`src/core/frf_pkg.sv`:
```
// shared constants and types of the banked floating-point register file
package frf_pkg;

  // storage geometry
  localparam int unsigned WORD_W     = 32;   // one physical register
  localparam int unsigned BANK_REGS  = 16;   // registers per bank
  localparam int unsigned PHYS_REGS  = 32;   // both banks together
  localparam int unsigned PHYS_AW    = 5;    // {bank, index}
  localparam int unsigned VIEW_W     = 128;  // widest view (four words)

  // register bus
  localparam int unsigned REG_AW     = 8;
  localparam logic [7:0]  OFS_FPSC   = 8'h00; // status/control word
  localparam logic [7:0]  OFS_IRQ_ST = 8'h04; // sticky event status
  localparam logic [7:0]  OFS_IRQ_MK = 8'h08; // event mask

  // status/control field positions
  localparam int unsigned POS_BANK_SWAP  = 21;
  localparam int unsigned POS_PAIR_SIZE  = 20;
  localparam int unsigned POS_DBL_PREC   = 19;
  localparam int unsigned POS_DENORM     = 18;
  localparam int unsigned POS_CAUSE_LO   = 12;
  localparam int unsigned POS_CAUSE_HI   = 17;
  localparam int unsigned POS_ENABLE_LO  = 7;
  localparam int unsigned POS_ENABLE_HI  = 11;
  localparam int unsigned POS_FLAG_LO    = 2;
  localparam int unsigned POS_FLAG_HI    = 6;
  localparam int unsigned POS_ROUND_LO   = 0;
  localparam int unsigned POS_ROUND_HI   = 1;

  // status/control value after reset and writable bits
  localparam logic [31:0] FPSC_RESET     = 32'h0004_0001;
  localparam logic [31:0] FPSC_WR_MASK   = 32'h003F_FFFF;
  localparam logic [31:0] FPSC_RSVD_MASK = 32'hFFC0_0000;

  // exception cause lanes (error, invalid, div0, ovf, unf, inexact)
  localparam int unsigned CAUSE_W  = 6;
  localparam int unsigned FLAG_W   = 5;

  // interrupt event bits
  localparam int unsigned IRQ_W        = 3;
  localparam int unsigned IRQ_EXC      = 0; // an operation raised a cause
  localparam int unsigned IRQ_SWAP     = 1; // bank mapping changed
  localparam int unsigned IRQ_RSVD_WR  = 2; // nonzero write to reserved bits
  localparam logic [2:0]  IRQ_RESET    = 3'h0;

  // rounding encodings
  localparam logic [1:0]  RND_NEAREST  = 2'h0;
  localparam logic [1:0]  RND_ZERO     = 2'h1;

  // view selection of the pipeline read port
  typedef enum logic [2:0] {
    VIEW_SINGLE,
    VIEW_DOUBLE,
    VIEW_VECTOR,
    VIEW_XSINGLE,
    VIEW_XDOUBLE,
    VIEW_XCOLUMN,
    VIEW_XROW
  } frf_view_e;

endpackage : frf_pkg

```
`src/core/frf_store.sv`:
```
// physical storage of both banks, two word write ports
`timescale 1ns/1ps
`default_nettype none
module frf_store
  import frf_pkg::*;
(
  // clock and reset
  input  wire logic                          i_core_clk,
  input  wire logic                          i_reset_n,
  // first write word
  input  wire logic                          i_w0_en,
  input  wire logic [PHYS_AW-1:0]            i_w0_addr,
  input  wire logic [WORD_W-1:0]             i_w0_data,
  // second write word (pair low half)
  input  wire logic                          i_w1_en,
  input  wire logic [PHYS_AW-1:0]            i_w1_addr,
  input  wire logic [WORD_W-1:0]             i_w1_data,
  // every physical word, index {bank, reg}
  output logic      [PHYS_REGS-1:0][WORD_W-1:0] o_words
);

  logic [PHYS_REGS-1:0][WORD_W-1:0] mem_q; // one flop word per entry

  // one flop word per physical register
  genvar g;
  generate
    for (g = 0; g < PHYS_REGS; g++)
    begin : g_entry
      // the two ports never aim at one word; port 0 wins anyway
      always_ff @(posedge i_core_clk)
      begin
        if (!i_reset_n)
          mem_q[g] <= 32'h0000_0000;
        else if (i_w0_en && (i_w0_addr == PHYS_AW'(g)))
          mem_q[g] <= i_w0_data;
        else if (i_w1_en && (i_w1_addr == PHYS_AW'(g)))
          mem_q[g] <= i_w1_data;
      end
    end
  endgenerate

  assign o_words = mem_q;

endmodule : frf_store
`default_nettype wire

```
`src/core/frf_status.sv`:
```
// status/control word with exception cause and flag tracking
`timescale 1ns/1ps
`default_nettype none
module frf_status
  import frf_pkg::*;
(
  // clock and reset
  input  wire logic                i_core_clk,
  input  wire logic                i_reset_n,
  // software write
  input  wire logic                i_wr_en,
  input  wire logic [31:0]         i_wr_data,
  // operation completion
  input  wire logic                i_op_valid,
  input  wire logic [CAUSE_W-1:0]  i_op_cause,
  // current word
  output logic      [31:0]         o_value
);

  logic [31:0] value_q; // held word
  logic [31:0] value_d; // next word

  // software write first, operation effects layered on top
  always_comb
  begin
    value_d = value_q;
    if (i_wr_en)
      value_d = i_wr_data & FPSC_WR_MASK;
    if (i_op_valid)
    begin
      value_d[POS_CAUSE_HI:POS_CAUSE_LO] = i_op_cause;
      value_d[POS_FLAG_HI:POS_FLAG_LO] =
        value_d[POS_FLAG_HI:POS_FLAG_LO] | i_op_cause[FLAG_W-1:0];
    end
  end

  always_ff @(posedge i_core_clk)
  begin
    if (!i_reset_n)
      value_q <= FPSC_RESET;
    else
      value_q <= value_d;
  end

  assign o_value = value_q;

endmodule : frf_status
`default_nettype wire

```
`src/core/frf_top.sv`:
```
// banked floating-point register file with status/control word
//
// Behaviour
// - thirty-two words, two banks of sixteen
// - bank swap picks primary single bank
// - extended views use the other bank
// - double view joins singles n, n+1
// - vector view is four consecutive singles
// - extended double joins extended n, n+1
// - extended sixteen form 4x4 matrix
// - bits 31..22 reserved, read zero
// - bank swap bit 21, resets zero
// - bit 20 selects 32 or 64-bit moves
// - bit 19 selects double precision
// - bit 18 flushes denormals, resets one
// - rounding bits 1:0 reset to 01
// - cause cleared per op, flags sticky
`timescale 1ns/1ps
`default_nettype none
module frf_top
  import frf_pkg::*;
(
  // clock and reset
  input  wire logic                i_core_clk,
  input  wire logic                i_reset_n,
  // register bus
  input  wire logic [REG_AW-1:0]   i_reg_addr,
  input  wire logic [31:0]         i_reg_wdata,
  input  wire logic                i_reg_wr,
  input  wire logic                i_reg_rd,
  output logic      [31:0]         o_reg_rdata,
  // pipeline read port
  input  wire logic                i_rd_en,
  input  wire frf_view_e           i_rd_view,
  input  wire logic                i_rd_move,
  input  wire logic [3:0]          i_rd_index,
  output logic      [VIEW_W-1:0]   o_rd_data,
  output logic                     o_rd_valid,
  // pipeline write port
  input  wire logic                i_wr_en,
  input  wire logic                i_wr_ext,
  input  wire logic                i_wr_pair,
  input  wire logic                i_wr_move,
  input  wire logic [3:0]          i_wr_index,
  input  wire logic [63:0]         i_wr_data,
  // operation completion
  input  wire logic                i_op_valid,
  input  wire logic [CAUSE_W-1:0]  i_op_cause,
  // mode outputs toward the datapath
  output logic                     o_bank_swap,
  output logic                     o_transfer_pair_size,
  output logic                     o_double_precision_select,
  output logic                     o_denorm_flush,
  output logic      [1:0]          o_rounding_select,
  output logic      [FLAG_W-1:0]   o_exc_enable,
  // interrupt
  output logic                     o_irq
);

  // register decode
  logic                 sel_fpsc;     // address hits status/control
  logic                 sel_irq_st;   // address hits event status
  logic                 sel_irq_mk;   // address hits event mask
  logic                 fpsc_wr;      // software write to status/control

  // status/control word and its modes
  logic [31:0]          fpsc_val;     // current word from the leaf
  logic                 bank_swap;    // primary bank select
  logic                 pair_size;    // move width select

  // interrupt state
  logic [IRQ_W-1:0]     irq_stat_q;   // sticky events
  logic [IRQ_W-1:0]     irq_stat_d;
  logic [IRQ_W-1:0]     irq_mask_q;   // enable per event
  logic [IRQ_W-1:0]     irq_mask_d;
  logic [IRQ_W-1:0]     irq_event;    // events of this cycle
  logic                 irq_q;

  // bus read data
  logic [31:0]          reg_rdata_q;
  logic [31:0]          reg_rdata_d;

  // storage access
  logic [PHYS_REGS-1:0][WORD_W-1:0] words; // every physical word
  logic                 w0_en;
  logic [PHYS_AW-1:0]   w0_addr;
  logic [WORD_W-1:0]    w0_data;
  logic                 w1_en;
  logic [PHYS_AW-1:0]   w1_addr;
  logic [WORD_W-1:0]    w1_data;
  logic                 wr_bank;      // physical bank of the write
  logic                 wr_pair_eff;  // write carries two words

  // pipeline read
  logic [VIEW_W-1:0]    rd_data_q;
  logic [VIEW_W-1:0]    rd_data_d;
  logic                 rd_valid_q;
  logic                 bank_p;       // bank behind primary views
  logic                 bank_x;       // bank behind extended views

  // address decoding
  always_comb
  begin
    sel_fpsc   = 1'b0;
    sel_irq_st = 1'b0;
    sel_irq_mk = 1'b0;
    if (i_reg_addr == OFS_FPSC)
      sel_fpsc = 1'b1;
    else if (i_reg_addr == OFS_IRQ_ST)
      sel_irq_st = 1'b1;
    else if (i_reg_addr == OFS_IRQ_MK)
      sel_irq_mk = 1'b1;
  end

  assign fpsc_wr = i_reg_wr & sel_fpsc;

  // status/control word, cause and flag handling inside
  frf_status u_status (
    .i_core_clk (i_core_clk),
    .i_reset_n  (i_reset_n),
    .i_wr_en    (fpsc_wr),
    .i_wr_data  (i_reg_wdata),
    .i_op_valid (i_op_valid),
    .i_op_cause (i_op_cause),
    .o_value    (fpsc_val)
  );

  assign bank_swap = fpsc_val[POS_BANK_SWAP];
  assign pair_size = fpsc_val[POS_PAIR_SIZE];

  // mode outputs straight from the stored word
  assign o_bank_swap               = bank_swap;
  assign o_transfer_pair_size      = pair_size;
  assign o_double_precision_select = fpsc_val[POS_DBL_PREC];
  assign o_denorm_flush            = fpsc_val[POS_DENORM];
  assign o_rounding_select         = fpsc_val[POS_ROUND_HI:POS_ROUND_LO];
  assign o_exc_enable              = fpsc_val[POS_ENABLE_HI:POS_ENABLE_LO];

  // events of this cycle
  always_comb
  begin
    irq_event = '0;
    // an operation that raised any cause
    irq_event[IRQ_EXC] = i_op_valid & (|i_op_cause);
    // a write that flips the bank mapping
    irq_event[IRQ_SWAP] = fpsc_wr &
      (i_reg_wdata[POS_BANK_SWAP] != bank_swap);
    irq_event[IRQ_RSVD_WR] = fpsc_wr & (|(i_reg_wdata & FPSC_RSVD_MASK));
  end

  // read of status clears it, but a new event wins over the clear
  always_comb
  begin
    irq_stat_d = irq_stat_q;
    if (i_reg_rd && sel_irq_st)
      irq_stat_d = '0;
    irq_stat_d = irq_stat_d | irq_event;
  end

  // mask written whole
  always_comb
  begin
    irq_mask_d = irq_mask_q;
    if (i_reg_wr && sel_irq_mk)
      irq_mask_d = i_reg_wdata[IRQ_W-1:0];
  end

  // interrupt registers
  always_ff @(posedge i_core_clk)
  begin
    if (!i_reset_n)
    begin
      irq_stat_q <= IRQ_RESET;
      irq_mask_q <= IRQ_RESET;
      irq_q      <= 1'b0;
    end
    else
    begin
      irq_stat_q <= irq_stat_d;
      irq_mask_q <= irq_mask_d;
      // built from next values so the line tracks the flops exactly
      irq_q      <= |(irq_stat_d & irq_mask_d);
    end
  end

  // bus read mux, unmapped addresses answer zero
  always_comb
  begin
    reg_rdata_d = 32'h0000_0000;
    if (sel_fpsc)
      // reserved bits held zero in the leaf
      reg_rdata_d = fpsc_val & FPSC_WR_MASK;
    else if (sel_irq_st)
      reg_rdata_d = {29'h0, irq_stat_q};
    else if (sel_irq_mk)
      reg_rdata_d = {29'h0, irq_mask_q};
  end

  // read data stand for one cycle after the strobe only
  always_ff @(posedge i_core_clk)
  begin
    if (!i_reset_n)
      reg_rdata_q <= 32'h0000_0000;
    else if (i_reg_rd)
      reg_rdata_q <= reg_rdata_d;
    else
      reg_rdata_q <= 32'h0000_0000;
  end

  // primary bank follows the swap bit
  assign bank_p = bank_swap;
  // extended views on the other bank
  assign bank_x = ~bank_swap;

  // write mapping: logical view to physical words
  always_comb
  begin
    // stored bit only, so a swap write acts from the next cycle
    wr_bank     = i_wr_ext ? bank_x : bank_p;
    // moves carry a pair while set
    wr_pair_eff = i_wr_pair | (i_wr_move & pair_size);
    w0_en       = i_wr_en;
    w1_en       = 1'b0;
    w0_addr     = {wr_bank, i_wr_index};
    w0_data     = i_wr_data[31:0];
    w1_addr     = {wr_bank, i_wr_index};
    w1_data     = i_wr_data[31:0];
    if (wr_pair_eff)
    begin
      // even word high half, odd low
      w0_addr = {wr_bank, i_wr_index[3:1], 1'b0};
      w0_data = i_wr_data[63:32];
      w1_en   = i_wr_en;
      w1_addr = {wr_bank, i_wr_index[3:1], 1'b1};
    end
  end

  frf_store u_store (
    .i_core_clk (i_core_clk),
    .i_reset_n  (i_reset_n),
    .i_w0_en    (w0_en),
    .i_w0_addr  (w0_addr),
    .i_w0_data  (w0_data),
    .i_w1_en    (w1_en),
    .i_w1_addr  (w1_addr),
    .i_w1_data  (w1_data),
    .o_words    (words)
  );

  // pick one word of a bank
  function automatic logic [31:0] pick(input logic bank,
                                       input logic [3:0] idx);
    pick = words[{bank, idx}];
  endfunction : pick

  // view assembly; lower-numbered word sits in the upper bits
  always_comb
  begin
    rd_data_d = '0;
    case (i_rd_view)
      VIEW_SINGLE:
      begin
        if (i_rd_move && pair_size)
          rd_data_d[63:0] = {pick(bank_p, {i_rd_index[3:1], 1'b0}),
                             pick(bank_p, {i_rd_index[3:1], 1'b1})};
        else
          rd_data_d[31:0] = pick(bank_p, i_rd_index);
      end
      VIEW_DOUBLE:
        rd_data_d[63:0] = {pick(bank_p, {i_rd_index[3:1], 1'b0}),
                           pick(bank_p, {i_rd_index[3:1], 1'b1})};
      VIEW_VECTOR:
        rd_data_d = {pick(bank_p, {i_rd_index[3:2], 2'h0}),
                     pick(bank_p, {i_rd_index[3:2], 2'h1}),
                     pick(bank_p, {i_rd_index[3:2], 2'h2}),
                     pick(bank_p, {i_rd_index[3:2], 2'h3})};
      VIEW_XSINGLE:
      begin
        if (i_rd_move && pair_size)
          rd_data_d[63:0] = {pick(bank_x, {i_rd_index[3:1], 1'b0}),
                             pick(bank_x, {i_rd_index[3:1], 1'b1})};
        else
          rd_data_d[31:0] = pick(bank_x, i_rd_index);
      end
      VIEW_XDOUBLE:
        rd_data_d[63:0] = {pick(bank_x, {i_rd_index[3:1], 1'b0}),
                           pick(bank_x, {i_rd_index[3:1], 1'b1})};
      VIEW_XCOLUMN:
        rd_data_d = {pick(bank_x, {i_rd_index[1:0], 2'h0}),
                     pick(bank_x, {i_rd_index[1:0], 2'h1}),
                     pick(bank_x, {i_rd_index[1:0], 2'h2}),
                     pick(bank_x, {i_rd_index[1:0], 2'h3})};
      VIEW_XROW:
        // row r: r, r+4, r+8, r+12
        rd_data_d = {pick(bank_x, {2'h0, i_rd_index[1:0]}),
                     pick(bank_x, {2'h1, i_rd_index[1:0]}),
                     pick(bank_x, {2'h2, i_rd_index[1:0]}),
                     pick(bank_x, {2'h3, i_rd_index[1:0]})};
      default:
        rd_data_d = '0;
    endcase
  end

  // registered read answer, held until the next read
  always_ff @(posedge i_core_clk)
  begin
    if (!i_reset_n)
    begin
      rd_data_q  <= '0;
      rd_valid_q <= 1'b0;
    end
    else
    begin
      rd_valid_q <= i_rd_en;
      if (i_rd_en)
        rd_data_q <= rd_data_d;
    end
  end

  // outputs
  assign o_reg_rdata = reg_rdata_q;
  assign o_rd_data   = rd_data_q;
  assign o_rd_valid  = rd_valid_q;
  assign o_irq       = irq_q;

endmodule : frf_top
`default_nettype wire

```
`config.mk`:
```
export PLATFORM = sky130hd
export DESIGN_NAME = frf_top
export DESIGN_NICKNAME = d
export VERILOG_FILES = /design/src/core/frf_pkg.sv /design/src/core/frf_store.sv /design/src/core/frf_status.sv /design/src/core/frf_top.sv
export SDC_FILE = /design/constraint.sdc
export NUM_CORES = 2
export LEC_CHECK = 0
export ABC_AREA = 0
export BUFFER_PORTS_ARGS = -buffer_cell sky130_fd_sc_hd__buf_2
export CAP_MARGIN = 20
export CORE_ASPECT_RATIO = 0.75
export CORE_MARGIN = 1
export CORE_UTILIZATION = 29
export DETAILED_ROUTE_END_ITERATION = 8
export PLACE_DENSITY_LB_ADDON = 0.08
export SLEW_MARGIN = 20
export SYNTH_ARGS = -nofsm -noshare
export SYNTH_HDL_FRONTEND = slang
export SYNTH_SLANG_ARGS = --single-unit
```
`constraint.sdc`:
```
create_clock -name i_core_clk -period 3.15 [get_ports i_core_clk]
set_clock_uncertainty 0.2 [all_clocks]
set_input_delay 0.1575 -clock i_core_clk [delete_from_list [all_inputs] [get_ports i_core_clk]]
set_output_delay 0.1575 -clock i_core_clk [all_outputs]
set_load 0.05 [all_outputs]
```
==> flow_summary.json <==
{
  "grtUsageMet3": 0.09617,
  "clk_pin_slew_ns": 0.06,
  "cts.htree.levels": 4,
  "dpl_cell_area_um2": 81880,
  "busiest_layer": "met1",
  "nets": 7697,
  "ys_ff_latch": 1204,
  "finalHoldViolCount": 0,
  "hpwl_mm": 287.4,
  "synth_seq_area_share": 0.3299,
  "maxCapViolations": 0,
  "cts_tree": "done",
  "design_power_total_mw": 40.26,
  "layout_common_cells": "1203 x dfxtp_1, 833 x mux4_2, 724 x nor2_1",
  "critical_path.top_delay_family": "simple AND/OR/NAND/NOR gates",
  "crit_slowest_cell": "nor4b_4",
  "syn_inst": 7272,
  "wl_mm": 435.0,
  "ys_types": 72,
  "grt_max_degree": 106,
  "grt_antenna_before_repair": 39,
  "wl_per_cell_um": 39.57,
  "arrival_ns": 3.68,
  "initial_core_util": 0.2917,
  "multiInputGateArea_um2": 45590,
  "fin_crit_ns": 3.086,
  "cp-start-kind": "flop",
  "core_area_um2": 250500,
  "synth_area_leaders": "dfxtp_1 33%, mux4_2 26%, a22oi_1 5.7%",
  "vdd_drop_max_uv": 379.6,
  "crit_required_ns": 3.74,
  "pre_cts_ws_ns": 0.1222,
  "clk_path_buf_depth": 4,
  "hold_ws_ns": 0.03533,
  "cp_max_fo": 13,
  "drive_above_1_share": 0.2729,
  "die_w_um": 581.5,
  "crit_top_cell": "buf_4",
  "hold_path.class": "in2reg",
  "dp.cells": 10514,
  "p_leak_nw": 29.43,
  "numPortBuffers": 294,
  "drc": 0,
  "synth_area_um2": 73050,
  "slew_violations": 0,
  "avgViaCountPerCell": 6.457,
  "status": "finished clean",
  "first_pass_iters": 8,
  "tightest_slew_ns": 1.148,
  "instances_no_fill": 10993,
  "max_freq_mhz": 324.1,
  "design_area_um2": 89120,
  "ant_nets": 0,
  "grt.overflow.total": 0,
  "first_global_vias": 66159,
  "fp.dieArea_um2": 253900,
  "synth_top_area_cell": "dfxtp_1",
  "final-setup-viol-count": 0,
  "fin_crit_sh": 0.9797,
  "gp_congestion": 0.9302,
  "num_rows": 159,
  "synthFlopType": "dfxtp_1",
  "finalSetupTns_ns": 0,
  "cts-buffers-inserted": 156,
  "grt_util_all_layers": 0.3310,
  "clk_latency_ns": 0.88,
  "max_slew_margin": 0.2311,
  "met1_usage": 0.4805,
  "synth_warnings": 0,
  "vias": 70986,
  "rrSetupSlack_ns": 0.06,
  "end_kind": "flop",
  "numClockSinks": 1204,
  "final_core_util": 0.3558,
  "dr.first_iter.drc_count": 10062,
  "async_reset_ff_frac": 0,
  "cp_cell_sequence": "clkbuf_16 -> nor4b_4 -> buf_4 -> a22oi_1 -> o211a_1 -> a31oi_1 -> buf_4",
  "cp_num_buf_inv": 3,
  "die_height_um": 436.7,
  "cpPeakStageDelay_ns": 1.01,
  "critPathKind": "reg2reg",
  "layout_commonest_cell": "dfxtp_1",
  "fillerInstances": 24947,
  "use_met2": 0.4653,
  "rsz0062_at_grt": "no",
  "cts_root_buf": "clkbuf_16",
  "io_pins": 305,
  "ff_latch_area_um2": 24110,
  "netlist.area_leader.share": 0.3299,
  "synth_edf_count": 0,
  "area_growth_pct": 21.99,
  "grt_pass1_wl_mm": 586.7,
  "avgSynthCellArea_um2": 10.05,
  "power_density_nw_per_um2": 451.7,
  "post-route-worst-setup-slack_ns": 0.06406
}
## worst paths after layout
| path | start | end | cells after the start |
|---|---|---|---|
| min | i_reg_wdata[24] | irq_stat_q[2] | 6 |
| max reg2reg | u_status.o_value[21] | o_rd_data[45] | 7 |
| max | u_status.o_value[21] | o_rd_data[45] | 7 |
| min reg2reg | u_status.o_value[12] | o_reg_rdata[12] | 1 |
## sequential cells by signal (all words and copies together) (netlist names)
register / flops
o_rd_data: 128
u_store.o_words: 1024
u_status.o_value: 22
o_irq: 1
irq_stat_q: 3
o_rd_valid: 1
o_reg_rdata: 22
irq_mask_q: 3
## report_power, final
| part | internal, mW | switching [mW] |
|---|---|---|
| registers | 15.5 | 0.355 |
| logic | 1.81 | 3.37 |
| clock network | 11.4 | 7.86 |
## cell type report
type	count	share of cell area
flip-flops and latches	1204	0.2705
clock buffers	218	0.04997
inverters	8	0.0005897
clock inverters	51	0.008522
repair buffers	1024	0.1120
well taps	3300	0.04633
diodes	17	0.0004774
multi-input cells	5171	0.5116
## routing by layer
metal | part of all wire | up-vias
li1 | - | 28754
met1 | 0.44 | 36728
met2 | 0.41 | 4757
met3 | 0.11 | 735
met4 | 0.036 | 12
met5 | 0.00017 | -
## synthesized netlist by cell type (7+ instances only)
| library cell | count |
|---|---|
| o21ai_0 | 100 |
| buf_4 | 83 |
| a32o_1 | 20 |
| nor4_2 | 7 |
| or2_2 | 11 |
| dfxtp_1 | 1204 |
| o21a_1 | 8 |
| a22o_1 | 30 |
| a31oi_1 | 23 |
| a21oi_1 | 731 |
| a22oi_1 | 552 |
| a41oi_1 | 16 |
| clkbuf_1 | 535 |
| and2_1 | 32 |
| o211ai_1 | 8 |
| nand3_1 | 15 |
| mux4_2 | 833 |
| buf_2 | 251 |
| buf_1 | 23 |
| a221oi_1 | 23 |
| nor2_1 | 742 |
| nand2b_1 | 14 |
| o32a_1 | 19 |
| o221ai_1 | 27 |
| a32oi_1 | 14 |
| a211oi_1 | 520 |
| mux2_2 | 77 |
| nor4_1 | 20 |
| nor3_1 | 70 |
| nor2_4 | 12 |
| nand2_1 | 708 |
| o22ai_1 | 49 |
| a21o_1 | 8 |
| mux2i_1 | 344 |
| o32ai_1 | 13 |
| nand4_1 | 8 |
| nor2b_1 | 25 |
## worst register-to-register path, cell delays in order (launching register included)
cell	delay, ns
dfxtp_4	0.46
clkbuf_16	0.25
nor4b_4	1.04
buf_4	0.37
a22oi_1	0.12
o211a_1	0.13
a31oi_1	0.31
buf_4	0.17
## cells by family (layout without fill, tap and decap cells)
| family | Yosys count | in the layout | share of synthesized area |
|---|---|---|---|
| compound gates | 2206 | 2206 | 0.2015 |
| xor+xnor | 3 | 3 | 0.0003597 |
| buf+inv | 906 | 1301 | 0.05573 |
| flops | 1204 | 1204 | 0.3299 |
| mux | 1254 | 1254 | 0.3158 |
| other cells | 1 | 27 | 0.00005133 |
| simple gates | 1698 | 1698 | 0.09662 |
## timing repair
action | in CTS | in global routing
setup endpoints to repair | 0 | 13
buffers inserted | 0 | 2
resized for setup | 0 | 4
endpoints found under the hold margin | 1192 | 2
hold buffers | 189 | 2
(Power assumes the default switching activity.)
